--- config.mk ---
export PLATFORM = sky130hd
export DESIGN_NAME = acs_start_ctl
export DESIGN_NICKNAME = d
export VERILOG_FILES = /design/src/shared/acs_pkg.sv /design/src/shared/acs_pin_if.sv /design/src/rtl/acs_start_ctl.sv /design/src/rtl/acs_sync.sv
export SDC_FILE = /design/constraint.sdc
export NUM_CORES = 1
export LEC_CHECK = 0
export ABC_AREA = 1
export BUFFER_PORTS_ARGS = -buffer_cell sky130_fd_sc_hd__buf_2
export CAP_MARGIN = 20
export CORE_MARGIN = 3
export CORE_UTILIZATION = 57
export DETAILED_ROUTE_END_ITERATION = 6
export PLACE_DENSITY = 0.87
export SLEW_MARGIN = 5
export SYNTH_ARGS = -nofsm -noshare
export SYNTH_HDL_FRONTEND = slang
export SYNTH_SLANG_ARGS = --single-unit
--- constraint.sdc ---
create_clock -name clk -period 2.9 [get_ports clk]
set_clock_uncertainty 0.15 [all_clocks]
set_input_delay 0.435 -clock clk [delete_from_list [all_inputs] [get_ports clk]]
set_output_delay 0.435 -clock clk [all_outputs]
set_load 0.005 [all_outputs]
--- src/shared/acs_pkg.sv ---
// constants, codes and register map of the axis start/interrupt/restart control
`default_nettype none
package acs_pkg;

    localparam int AXES = 3;
    localparam int AW   = 11;
    localparam int DW   = 16;

    // ************************************************************
    // register word addresses, packed as {axis3, axis2, axis1}
    // ************************************************************
    localparam logic [2:0][10:0] ACS_SEL_ADDR   = {11'h16A, 11'h0D4, 11'h03E};
    localparam logic [2:0][10:0] ACS_ENA_ADDR   = {11'h4F7, 11'h4C5, 11'h493};
    localparam logic [2:0][10:0] ACS_INTR_ADDR  = {11'h501, 11'h4CF, 11'h49D};
    localparam logic [2:0][10:0] ACS_RSM_ADDR   = {11'h4E4, 11'h4B2, 11'h480};
    localparam logic [2:0][10:0] ACS_POINT_ADDR = {11'h4E2, 11'h4B0, 11'h47E};
    localparam logic [2:0][10:0] ACS_OPST_ADDR  = {11'h3E8, 11'h384, 11'h320};
    localparam logic [2:0][10:0] ACS_WARN_ADDR  = {11'h3E9, 11'h385, 11'h321};
    localparam logic [2:0][10:0] ACS_ERR_ADDR   = {11'h3EA, 11'h386, 11'h322};

    // ************************************************************
    // field values and reset values
    // ************************************************************
    localparam logic [15:0] ACS_SEL_EXT     = 16'h0000;
    localparam logic [15:0] ACS_SEL_RST     = 16'h0000;
    localparam logic [15:0] ACS_ENA_ON      = 16'h0001;
    localparam logic [15:0] ACS_ENA_RST     = 16'h0000;
    localparam logic [15:0] ACS_INTR_ON     = 16'h0001;
    localparam logic [15:0] ACS_RSM_ON      = 16'h0001;
    localparam logic [15:0] ACS_POINT_RST   = 16'h0001;
    localparam logic [15:0] ACS_WORD_ZERO   = 16'h0000;

    // operation state word encodings
    localparam logic [15:0] ACS_OPST_WAIT   = 16'h0000;
    localparam logic [15:0] ACS_OPST_STOP   = 16'h0001;
    localparam logic [15:0] ACS_OPST_RUN    = 16'h0008;
    localparam logic [15:0] ACS_OPST_ERR    = 16'hFFFF;

    // warning and error codes
    localparam logic [15:0] ACS_WARN_BUSY   = 16'h0064;
    localparam logic [15:0] ACS_WARN_MULTI  = 16'h0065;
    localparam logic [15:0] ACS_WARN_NORSM  = 16'h0068;
    localparam logic [15:0] ACS_ERR_STOPON  = 16'h006A;

    // data point patterns
    localparam logic [1:0]  ACS_PAT_END     = 2'h0;
    localparam logic [1:0]  ACS_PAT_CONT    = 2'h1;
    localparam logic [1:0]  ACS_PAT_PATH    = 2'h3;

    // axis control states, gray along wait -> run -> stopped -> error
    typedef enum logic [1:0] {
        ACS_ST_WAIT = 2'h0,
        ACS_ST_RUN  = 2'h1,
        ACS_ST_STOP = 2'h3,
        ACS_ST_ERR  = 2'h2
    } acs_state_type;

endpackage
`default_nettype wire

--- src/shared/acs_pin_if.sv ---
// carrier between a pin synchroniser and its user
`default_nettype none
interface acs_pin_if;
    logic raw;
    logic level;
    logic rise;

    modport sync_side (input raw, output level, output rise);
    modport user_side (output raw, input level, input rise);
endinterface
`default_nettype wire

--- src/rtl/acs_start_ctl.sv ---
// three-axis start, chain interrupt and resume control
// Contract
// - external start never raises start complete
// - function select 0 means external start
// - enable word 1 validates external start
// - pending interrupt ends chain after current point
// - interrupt request word written with 1
// - resume after interrupted chain gives warning 104
// - accepted interrupt survives stop and resume
// - path point too short postpones the interrupt
// - request ignored when idle, cleared at starts
// - resume continues to original end point
// - resume only from stopped state
// - resume under stop gives error 106
// - host start edge while stopped restarts fresh
// - resume when not stopped warns, keeps running
// - resume works for all chained control kinds
// - stopped state word encodes as 1
// - busy flag high while the axis operates
`default_nettype none
module acs_start_ctl
    import acs_pkg::*;
#(
    parameter int NAX = AXES
)
(
    input  wire logic                    clk,
    input  wire logic                    rst,
    input  wire logic [AW-1:0]           reg_addr,
    input  wire logic [DW-1:0]           reg_wdata,
    input  wire logic                    reg_wr,
    input  wire logic                    reg_rd,
    output logic      [DW-1:0]           reg_rdata,
    input  wire logic [NAX-1:0]          host_start,
    input  wire logic [NAX-1:0]          stop_cmd,
    input  wire logic [NAX-1:0]          err_reset,
    input  wire logic [NAX-1:0]          ext_start_pin,
    input  wire logic [NAX-1:0]          point_done,
    input  wire logic [NAX-1:0][1:0]     point_pattern,
    input  wire logic [NAX-1:0]          decel_ok,
    input  wire logic [NAX-1:0]          seq_done,
    input  wire logic [NAX-1:0]          motion_stopped,
    output logic      [NAX-1:0]          start_complete_flags,
    output logic      [NAX-1:0]          axis_busy_flags,
    output logic      [NAX-1:0]          launch,
    output logic      [NAX-1:0][DW-1:0]  launch_point,
    output logic      [NAX-1:0]          resume,
    output logic      [NAX-1:0]          chain_end,
    output logic      [NAX-1:0]          chain_halt_pending
);

    // ************************************************************
    // per-axis register copies and status, read by the bus mux
    // ************************************************************
    logic [NAX-1:0][DW-1:0] sel_q;
    logic [NAX-1:0][DW-1:0] ena_q;
    logic [NAX-1:0][DW-1:0] req_q;
    logic [NAX-1:0][DW-1:0] point_q;
    logic [NAX-1:0][DW-1:0] warn_q;
    logic [NAX-1:0][DW-1:0] err_q;
    logic [NAX-1:0][DW-1:0] opst_word;
    logic [DW-1:0]          rdata_d;

    genvar a;
    generate
        for (a = 0; a < NAX; a = a + 1)
        begin : g_axis
            acs_pin_if     pin ();
            acs_state_type state_q;
            acs_state_type state_d;
            logic          intr_q;
            logic          intr_ended_q;
            logic          hstart_q;
            logic          host_rise;
            logic          ext_go;
            logic          host_go;
            logic          start_go;
            logic          rsm_wr;
            logic          rsm_ok;
            logic          intr_wr;
            logic          intr_halt;

            // external start pin crosses into clk here
            assign pin.raw = ext_start_pin[a];

            acs_sync u_sync
            (
                .clk  (clk),
                .rst  (rst),
                .port (pin)
            );

            // ************************************************************
            // event decode
            // ************************************************************
            assign host_rise = host_start[a] && !hstart_q;
            // pin starts only with select and enable programmed first
            assign ext_go    = pin.rise && (sel_q[a] == ACS_SEL_EXT)
                               && (ena_q[a] == ACS_ENA_ON);
            // a stopped axis takes a host edge as a fresh start
            assign host_go   = host_rise && (state_q == ACS_ST_WAIT
                               || state_q == ACS_ST_STOP);
            assign start_go  = host_go
                               || (ext_go && (state_q == ACS_ST_WAIT || state_q == ACS_ST_STOP));
            assign rsm_wr    = reg_wr && (reg_addr == ACS_RSM_ADDR[a])
                               && (reg_wdata == ACS_RSM_ON);
            // resume needs stopped state, stop off, chain not interrupted
            assign rsm_ok    = rsm_wr && (state_q == ACS_ST_STOP)
                               && !stop_cmd[a] && !intr_ended_q;
            // request is only accepted while the axis is busy
            assign intr_wr   = reg_wr && (reg_addr == ACS_INTR_ADDR[a])
                               && axis_busy_flags[a];
            // a path point too short to brake defers the halt
            assign intr_halt = point_done[a] && intr_q && (state_q == ACS_ST_RUN)
                               && ((point_pattern[a] != ACS_PAT_PATH)
                               || decel_ok[a]);

            // ************************************************************
            // axis state machine
            // ************************************************************
            always_comb
            begin
                state_d = state_q;
                case (state_q)
                    ACS_ST_WAIT:
                    begin
                        if (rsm_wr && stop_cmd[a] && !intr_ended_q)
                        begin
                            state_d = ACS_ST_ERR;
                        end
                        else if (start_go)
                        begin
                            state_d = ACS_ST_RUN;
                        end
                    end
                    ACS_ST_RUN:
                    begin
                        // interrupt closes the chain at the point's end
                        if (intr_halt || seq_done[a])
                        begin
                            state_d = ACS_ST_WAIT;
                        end
                        else if (motion_stopped[a])
                        begin
                            state_d = ACS_ST_STOP;
                        end
                    end
                    ACS_ST_STOP:
                    begin
                        if (rsm_wr && stop_cmd[a])
                        begin
                            state_d = ACS_ST_ERR;
                        end
                        else if (rsm_ok || start_go)
                        begin
                            state_d = ACS_ST_RUN;
                        end
                    end
                    default:
                    begin
                        // a resume lost to the error stays lost
                        if (err_reset[a])
                        begin
                            state_d = ACS_ST_WAIT;
                        end
                    end
                endcase
            end

            always_ff @(posedge clk)
            begin
                if (rst)
                begin
                    state_q  <= ACS_ST_WAIT;
                    hstart_q <= 1'b0;
                end
                else
                begin
                    state_q  <= state_d;
                    hstart_q <= host_start[a];
                end
            end

            // state word seen by software
            always_comb
            begin
                case (state_q)
                    ACS_ST_RUN:  opst_word[a] = ACS_OPST_RUN;
                    ACS_ST_STOP: opst_word[a] = ACS_OPST_STOP;
                    ACS_ST_ERR:  opst_word[a] = ACS_OPST_ERR;
                    default:     opst_word[a] = ACS_OPST_WAIT;
                endcase
            end

            // ************************************************************
            // handshake flags
            // ************************************************************
            always_ff @(posedge clk)
            begin
                if (rst)
                begin
                    axis_busy_flags[a]      <= 1'b0;
                    start_complete_flags[a] <= 1'b0;
                end
                else
                begin
                    axis_busy_flags[a] <= (state_d == ACS_ST_RUN);
                    // only a host start sets it; pin starts leave it low
                    if (host_go)
                    begin
                        start_complete_flags[a] <= 1'b1;
                    end
                    else if (!host_start[a])
                    begin
                        start_complete_flags[a] <= 1'b0;
                    end
                end
            end

            // ************************************************************
            // commands to the motion engine
            // ************************************************************
            always_ff @(posedge clk)
            begin
                if (rst)
                begin
                    launch[a]       <= 1'b0;
                    launch_point[a] <= ACS_POINT_RST;
                    resume[a]       <= 1'b0;
                    chain_end[a]    <= 1'b0;
                end
                else
                begin
                    launch[a]    <= start_go && (state_d == ACS_ST_RUN) && !rsm_ok;
                    // fresh start reads the start point register
                    if (start_go && !rsm_ok)
                    begin
                        launch_point[a] <= point_q[a];
                    end
                    // engine resumes from where it stopped to the old end point
                    resume[a]    <= rsm_ok;
                    chain_end[a] <= intr_halt;
                end
            end

            // ************************************************************
            // chain interrupt bookkeeping
            // ************************************************************
            always_ff @(posedge clk)
            begin
                if (rst)
                begin
                    intr_q                <= 1'b0;
                    intr_ended_q          <= 1'b0;
                    chain_halt_pending[a] <= 1'b0;
                end
                else
                begin
                    // a fresh start forgets everything, a resume does not
                    if (start_go && !rsm_ok)
                    begin
                        intr_q       <= 1'b0;
                        intr_ended_q <= 1'b0;
                    end
                    else if (intr_halt)
                    begin
                        intr_q       <= 1'b0;
                        intr_ended_q <= 1'b1;
                    end
                    else if (intr_wr && reg_wdata == ACS_INTR_ON)
                    begin
                        intr_q <= 1'b1;
                    end
                    // stop does not touch intr_q, so it outlives the stop
                    chain_halt_pending[a] <= intr_q;
                end
            end

            // ************************************************************
            // software words of this axis
            // ************************************************************
            always_ff @(posedge clk)
            begin
                if (rst)
                begin
                    sel_q[a]   <= ACS_SEL_RST;
                    ena_q[a]   <= ACS_ENA_RST;
                    req_q[a]   <= ACS_WORD_ZERO;
                    point_q[a] <= ACS_POINT_RST;
                end
                else
                begin
                    if (reg_wr && reg_addr == ACS_SEL_ADDR[a])
                    begin
                        sel_q[a] <= reg_wdata;
                    end
                    if (reg_wr && reg_addr == ACS_ENA_ADDR[a])
                    begin
                        ena_q[a] <= reg_wdata;
                    end
                    if (reg_wr && reg_addr == ACS_POINT_ADDR[a])
                    begin
                        point_q[a] <= reg_wdata;
                    end
                    // word cleared at start and resume, start wins a collision
                    if (start_go || rsm_ok)
                    begin
                        req_q[a] <= ACS_WORD_ZERO;
                    end
                    else if (intr_wr)
                    begin
                        req_q[a] <= reg_wdata;
                    end
                end
            end

            // ************************************************************
            // warning and error codes, set beats the reset input
            // ************************************************************
            always_ff @(posedge clk)
            begin
                if (rst)
                begin
                    warn_q[a] <= ACS_WORD_ZERO;
                    err_q[a]  <= ACS_WORD_ZERO;
                end
                else
                begin
                    if (rsm_wr && intr_ended_q)
                    begin
                        warn_q[a] <= ACS_WARN_NORSM;
                    end
                    else if (rsm_wr && state_q != ACS_ST_STOP && !(stop_cmd[a] && state_q == ACS_ST_WAIT))
                    begin
                        // running move carries on untouched
                        warn_q[a] <= ACS_WARN_MULTI;
                    end
                    else if (host_rise && state_q == ACS_ST_RUN)
                    begin
                        warn_q[a] <= ACS_WARN_BUSY;
                    end
                    else if (err_reset[a])
                    begin
                        warn_q[a] <= ACS_WORD_ZERO;
                    end

                    if (state_d == ACS_ST_ERR && state_q != ACS_ST_ERR)
                    begin
                        err_q[a] <= ACS_ERR_STOPON;
                    end
                    else if (err_reset[a])
                    begin
                        err_q[a] <= ACS_WORD_ZERO;
                    end
                end
            end
        end
    endgenerate

    // ************************************************************
    // register read port
    // ************************************************************
    // unmapped and write-only words read as zero
    always_comb
    begin
        rdata_d = ACS_WORD_ZERO;
        for (int i = 0; i < NAX; i++)
        begin
            if (reg_addr == ACS_SEL_ADDR[i])
            begin
                rdata_d = sel_q[i];
            end
            else if (reg_addr == ACS_ENA_ADDR[i])
            begin
                rdata_d = ena_q[i];
            end
            else if (reg_addr == ACS_INTR_ADDR[i])
            begin
                rdata_d = req_q[i];
            end
            else if (reg_addr == ACS_POINT_ADDR[i])
            begin
                rdata_d = point_q[i];
            end
            else if (reg_addr == ACS_OPST_ADDR[i])
            begin
                rdata_d = opst_word[i];
            end
            else if (reg_addr == ACS_WARN_ADDR[i])
            begin
                rdata_d = warn_q[i];
            end
            else if (reg_addr == ACS_ERR_ADDR[i])
            begin
                rdata_d = err_q[i];
            end
        end
    end

    // data stand only in the cycle after the read strobe
    always_ff @(posedge clk)
    begin
        if (rst)
        begin
            reg_rdata <= ACS_WORD_ZERO;
        end
        else
        begin
            reg_rdata <= reg_rd ? rdata_d : ACS_WORD_ZERO;
        end
    end

endmodule
`default_nettype wire

--- src/rtl/acs_sync.sv ---
// three-flop synchroniser with agreement filter and rising edge pulse
`default_nettype none
module acs_sync
    import acs_pkg::*;
(
    input  wire logic         clk,
    input  wire logic         rst,
    acs_pin_if.sync_side      port
);
    logic s1_q;
    logic s2_q;
    logic s3_q;
    logic level_q;
    logic rise_q;

    // chain; only s2 reads s1
    always_ff @(posedge clk)
    begin
        if (rst)
        begin
            s1_q <= 1'b0;
            s2_q <= 1'b0;
            s3_q <= 1'b0;
        end
        else
        begin
            s1_q <= port.raw;
            s2_q <= s1_q;
            s3_q <= s2_q;
        end
    end

    // level moves only when the two settled flops agree
    always_ff @(posedge clk)
    begin
        if (rst)
        begin
            level_q <= 1'b0;
            rise_q  <= 1'b0;
        end
        else
        begin
            if (s2_q == s3_q)
            begin
                level_q <= s3_q;
            end
            rise_q <= (s2_q == s3_q) && s3_q && !level_q;
        end
    end

    assign port.level = level_q;
    assign port.rise  = rise_q;
endmodule
`default_nettype wire

==> results of run 1 <==
-- report_power, final --
part | switching (mW) | internal [mW]
logic | 0.750 | 0.391
registers | 0.135 | 4.55
clock network | 1.82 | 2.60
-- per-stage QoR --
step	power [mW]	instance area (um2)
detailed placement	5.872	15830
floorplan	5.363	14320
global route	10.54	16990
CTS	10.21	16990
global placement	5.839	15830
finish	10.24	16990
-- routing by layer --
| layer | vias up | part of all wire (%) | wire length [um] |
|---|---|---|---|
| li1 | 6968 | - | - |
| met1 | 6934 | 40 | 19780 |
| met2 | 901 | 44 | 21850 |
| met3 | 143 | 12 | 5718 |
| met4 | 0 | 4.2 | 2083 |
| met5 | - | 0 | 0 |
-- worst max-delay path, cell delays in order (launching register included) --
cell	delay (ps)
dfxtp_1	400
inv_1	130
ha_1	320
inv_2	130
nand4_1	140
nor3_1	220
nand4_1	270
and2_1	260
inv_1	70
nand2_1	70
inv_1	100
buf_12	160
o21ai_0	90
a21oi_1	150
-- cell type report --
type	instances	area [um2]	area share, %
clock buffers	44	949.7	5.589
clock inverters	16	173.9	1.024
inverters	257	969.7	5.707
multi-input cells	1317	6564	38.63
flip-flops and latches	319	6389	37.60
well taps	324	405.4	2.386
repair buffers	241	1540	9.065
-- what timing repair did --
| action | 4_1_cts | 5_1_grt |
|---|---|---|
| setup endpoints to repair | 0 | 29 |
| resized for setup | 0 | 4 |
| hold buffers | 3 | 0 |
| endpoints found under the hold margin | 3 | 0 |
-- logic make-up after synthesis --
logic type | count (synthesis) | share of synthesized area [%]
AO/OA/AOI/OAI | 571 | 20.71
adder cells (fa/ha/maj) | 17 | 1.485
buffers and inverters | 350 | 9.575
flip-flops | 319 | 44.59
AND/OR/NAND/NOR | 729 | 23.63
-- path summary, 6_finish.rpt --
check / slack (ps) / cells after the start / end / startpoint
min: 20 / 3 / g_axis[1].hstart_q / host_start[1]
min reg2reg: 250 / 2 / g_axis[0].u_sync.s2_q / g_axis[0].u_sync.s1_q
max reg2reg: 160 / 13 / launch_point[46] / g_axis[2].state_q[0]
max: 160 / 13 / launch_point[46] / g_axis[2].state_q[0]
-- flip-flops by register name (all words and copies together), names as in the netlist, 6 cells and up --
| signal | cells |
|---|---|
| ena_q | 48 |
| g_axis.state_q | 6 |
| launch_point | 48 |
| point_q | 48 |
| reg_rdata | 16 |
| req_q | 48 |
| sel_q | 48 |
| warn_q | 12 |
-- cell usage in the layout (no fill, tap or decap), types with 4 or more instances in the layout --
cell type,netlist,final
inv_1,237,235
nor2_1,144,144
nor2_4,6,6
clkbuf_1,61,5
nand2_2,10,10
clkbuf_8,0,4
buf_12,0,6
dfxtp_1,319,317
buf_2,22,142
nand4_1,51,51
nor3_4,5,5
clkbuf_16,0,35
o21ai_1,21,21
o21ai_0,221,221
nor3_2,6,6
inv_2,16,17
ha_1,17,17
nor3_1,20,20
a31oi_1,5,5
nor4_1,19,19
nand3_2,5,5
a211oi_1,16,16
o211ai_1,12,12
nand2_1,335,335
buf_4,1,89
or2_2,4,4
nand3_1,102,102
clkinv_2,0,7
nor2_2,8,8
a21oi_1,287,287
==> impl_metrics.env, run 1 <==
export IMPL_drive_above_1_share_pct=16.77
export IMPL_floorplan_initialDensity_pct=58.37
export IMPL_status="finished, final reports clean"
export IMPL_dp_hpwl_um=36900
export IMPL_first_iter_violations=1656
export IMPL_firstDrtPassIters=6
export IMPL_antenna_found_initial=0
export IMPL_vias=14946
export IMPL_synth_common_cells="335 x nand2_1, 319 x dfxtp_1, 287 x a21oi_1"
export IMPL_hp_class="input port to flop"
export IMPL_cts_tree="done"
export IMPL_worst_ep_arrival_time_ps=3040
export IMPL_worst_pin_slew_ps=683.1
export IMPL_drt_total_wl_um=49430
export IMPL_cts_buffer_depth=3
export IMPL_final_util_pct=69.26
export IMPL_synth_nets=2064
export IMPL_synth_top_cell_area_share_pct=44.59
export IMPL_vias_per_cell=5.936
export IMPL_gr_usage_met3_pct=6.872
export IMPL_top_usage_layer="met2"
export IMPL_htreeDepth=2
export IMPL_setup_tns_ps=0
export IMPL_placed_cells=2455
export IMPL_synthArstFlopShare_pct=0
export IMPL_slew_headroom_pct=54.18
export IMPL_setup_ws_ps=157.9
export IMPL_synth_area_um2=14320
export IMPL_grt_ovfl_total=0
export IMPL_endpoint_kind="flop"
export IMPL_antenna_cells=0
export IMPL_numClockSinks=319
export IMPL_portBuffers=142
export IMPL_yosysSeqAreaShare_pct=44.59
export IMPL_grt_first_pass_wirelength_um=75450
export IMPL_gr_usage_all_layers_pct=35.57
export IMPL_clkSlewWorstSetupHoldPaths_ps=60
export IMPL_hold_violations=0
export IMPL_rsz0062_at_grt="no"
export IMPL_nFillCells=2033
export IMPL_first_global_vias=13815
export IMPL_syn_area_per_cell_um2=7.211
export IMPL_p_per_area_nw_per_um2=602.5
export IMPL_post_cts_setup_buffer_count=0
export IMPL_power_leakage_nw=7.450
export IMPL_drc_errors=0
export IMPL_rows=57
export IMPL_finalCritPeriodShare_pct=94.55
export IMPL_syn2layout_area_growth_pct=18.64
export IMPL_antenna_left=0
export IMPL_grt_max_degree=93
export IMPL_yosysMostFrequentCell="nand2_1"
export IMPL_synth_edff_count=0
export IMPL_global_route_usage_met1_pct=48.16
export IMPL_synthDistinctLibCells=45
export IMPL_syn_inst=1986
export IMPL_gp_congestion=1.056
export IMPL_vdd_ir_drop_max_mv=0.6717
export IMPL_required_ps=3190
export IMPL_slew_violations=0
export IMPL_startpoint_type="flop"
export IMPL_layout_nets=2248
export IMPL_io_pins=143
export IMPL_root_buffer="clkbuf_16"
export IMPL_maxCapViolations=0
export IMPL_yosysWarnings=0
export IMPL_period_needed_ps=2742
export IMPL_post_place_ws_ps=-96.75
export IMPL_cts_buffers=34
export IMPL_setup_viol_count_final=0
export IMPL_yosysTopAreaCell="dfxtp_1"
export IMPL_wire_per_inst_um=19.63
export IMPL_ys_flop_type="dfxtp_1"
export IMPL_stdcell_count=2518
export IMPL_path_class="flop to flop"
export IMPL_holdWs_ps=21.82
export IMPL_die_w_um=164.5
export IMPL_yosys_top_cells_area="dfxtp_1 45%, a21oi_1 10%, nand2_1 8.8%"
export IMPL_synth_seq_cells=319
export IMPL_grt_met2_usage_pct=56.48
export IMPL_max_freq_mhz=364.7
export IMPL_worstSkewPairLatency_ps=520
export IMPL_dieArea_um2=27060
export IMPL_core_um2=24530
export IMPL_path_max_fanout=31
export IMPL_dieHeight_um=164.5
(Power assumes the default switching activity.)
==> inputs of run 2 (changes only) <==
CORE_UTILIZATION = 58   (was 57)
PLACE_DENSITY = 0.89   (was 0.87)
==> run 2 against run 1 <==
  * Combinational power barely moved
  * Cell area fell by 0.45%
  * Non-clock buffer count fell by 8
  * Hold slack improved by 9.9 ps
  * Critical path type unchanged
  * Global-route usage rose by 0.75 points
==> impl_metrics.env, run 2 (synthesized netlist as in run 1, its figures left out) <==
export IMPL_status="finished, final reports clean"
export IMPL_grt_first_pass_wirelength_um=76430
export IMPL_first_iter_violations=1825
export IMPL_clkSlewWorstSetupHoldPaths_ps=60
export IMPL_wl_met2_um=21430
export IMPL_wl_met3_um=5440
export IMPL_grt_ovfl_total=0
export IMPL_worstPathBufferInverterCount=4
export IMPL_p_per_area_nw_per_um2=601.5
export IMPL_power_frac_seq_pct=46.1
export IMPL_highest_layer="met4"
export IMPL_htreeDepth=2
export IMPL_layout_nets=2240
export IMPL_pwr_share_comb_pct=11.2
export IMPL_layout_common_cells="335 x nand2_1, 318 x dfxtp_1, 287 x a21oi_1"
export IMPL_path_class="flop to flop"
export IMPL_endpoint_kind="flop"
export IMPL_post_cts_setup_buffer_count=0
export IMPL_wl_met1_um=19970
export IMPL_path_max_fanout=31
export IMPL_switchingPower_mw=2.724
export IMPL_reg2reg_depth=12
export IMPL_worst_ep_arrival_time_ps=3010
export IMPL_hold_depth=3
export IMPL_maxCapViolations=0
export IMPL_max_freq_mhz=365.7
export IMPL_floorplan_initialDensity_pct=59.94
export IMPL_slew_violations=0
export IMPL_finalCritPeriodShare_pct=94.29
export IMPL_cts_buffers=34
export IMPL_power_mw=10.17
export IMPL_critPathMaxStageDelay_ps=430
export IMPL_rsz0062_at_grt="no"
export IMPL_setup_viol_count_final=0
export IMPL_root_buffer="clkbuf_16"
export IMPL_vias=14870
export IMPL_worst_pin_slew_ps=719.4
export IMPL_gp_congestion=1.018
export IMPL_path_common_cell="inv_1"
export IMPL_wire_per_inst_um=19.71
export IMPL_gr_usage_all_layers_pct=36.33
export IMPL_cts_tree="done"
export IMPL_nFillCells=1984
export IMPL_antenna_cells=0
export IMPL_power_leakage_nw=7.400
export IMPL_cp_depth=12
export IMPL_worstSkewPairLatency_ps=520
export IMPL_drt_total_wl_um=49390
export IMPL_syn2layout_area_growth_pct=18.11
export IMPL_required_ps=3180
export IMPL_drc_errors=0
export IMPL_slew_headroom_pct=51.97
export IMPL_antenna_left=0
export IMPL_period_needed_ps=2734
export IMPL_io_pins=143
export IMPL_startpoint_type="flop"
export IMPL_firstDrtPassIters=6
export IMPL_dieArea_um2=26610
export IMPL_drive_above_1_share_pct=16.42
export IMPL_dp_hpwl_um=36880
export IMPL_layout_commonest_cell="nand2_1"
export IMPL_swShare_pct=26.77
export IMPL_vias_per_cell=5.934
export IMPL_cts_buffer_depth=3
export IMPL_first_global_vias=14204
export IMPL_power_clock_fraction_pct=42.8
export IMPL_vdd_ir_drop_max_mv=0.6088
export IMPL_die_w_um=163.1
export IMPL_hold_violations=0
export IMPL_core_um2=23890
export IMPL_dieHeight_um=163.1
export IMPL_slowest_stage="dfxtp_1"
export IMPL_crit_chain="inv_1 -> ha_1 -> inv_1 -> nand4_1 -> nor3_1 -> nand3_1 -> nand2_1 -> nand2_1 -> inv_1 -> buf_12 -> o21ai_0 -> a21oi_1"
export IMPL_hp_class="input port to flop"
export IMPL_grt_max_degree=88
export IMPL_portBuffers=142
export IMPL_setup_tns_ps=0
export IMPL_rows=56
export IMPL_numClockSinks=319
export IMPL_antenna_found_initial=0
export IMPL_internal_power_mw=7.450
export IMPL_cpLargestDelayFamily="simple AND/OR/NAND/NOR gates"
==> run 2: final cells by class <==
cell class	count	area, um2	area share, %
timing repair buffer	233	1489	8.802
inverter	257	969.7	5.733
tap	319	399.1	2.360
multi-input combinational	1317	6569	38.83
clock inverter	20	202.7	1.198
clock buffer	41	898.4	5.311
sequential	319	6387	37.76
==> run 2: timing repair <==
action / 4_1_cts / 5_1_grt
hold endpoints to repair: 3 / 0
resized for setup: 0 / 2
hold buffers: 3 / 0
setup endpoints to repair: 0 / 16
==> run 2: through the flow <==
step	std cells	hold slack, ps	utilization, %	setup slack, ps	area [um2]
6_report	2506	31.68	70.79	165.6	16920
3_3_place_gp	2442	242.1	66.03	-75.33	15780
3_5_place_dp	2442	250.3	66.03	-96.14	15780
5_1_grt	2506	38.53	70.79	17.82	16920
4_1_cts	2506	21.87	70.77	115.4	16910
2_1_floorplan	1986	238.3	-	696.3	14320
==> run 2: metal layers <==
layer,up-vias,track usage (%)
met2,889,56.67
li1,6950,-
met4,0,16.61
met1,6854,49.06
met3,177,6.797
met5,-,0
==> run 2: path summary, 6_finish.rpt <==
path	start	endpoint	slack, ps
setup / recovery	g_axis[1].state_q[0]	launch_point[30]	170
hold / removal	host_start[0]	g_axis[0].hstart_q	30
setup reg to reg	g_axis[1].state_q[0]	launch_point[30]	170
hold reg to reg	g_axis[1].u_sync.port.level	g_axis[1].u_sync.port.rise	260
==> run 2: worst min-delay path: stages <==
cell and delay, ps:
buf_2 120, inv_1 50, nor2_1 40
==> run 2: power groups by stage <==
stage	Sequential (mW)	Combinational, mW	Clock [mW]
2_1_floorplan	4.74	0.628	0
3_3_place_gp	4.77	1.07	0
3_5_place_dp	4.77	1.10	0
4_1_cts	4.68	1.12	4.36
5_1_grt	4.70	1.25	4.54
6_report	4.69	1.14	4.35
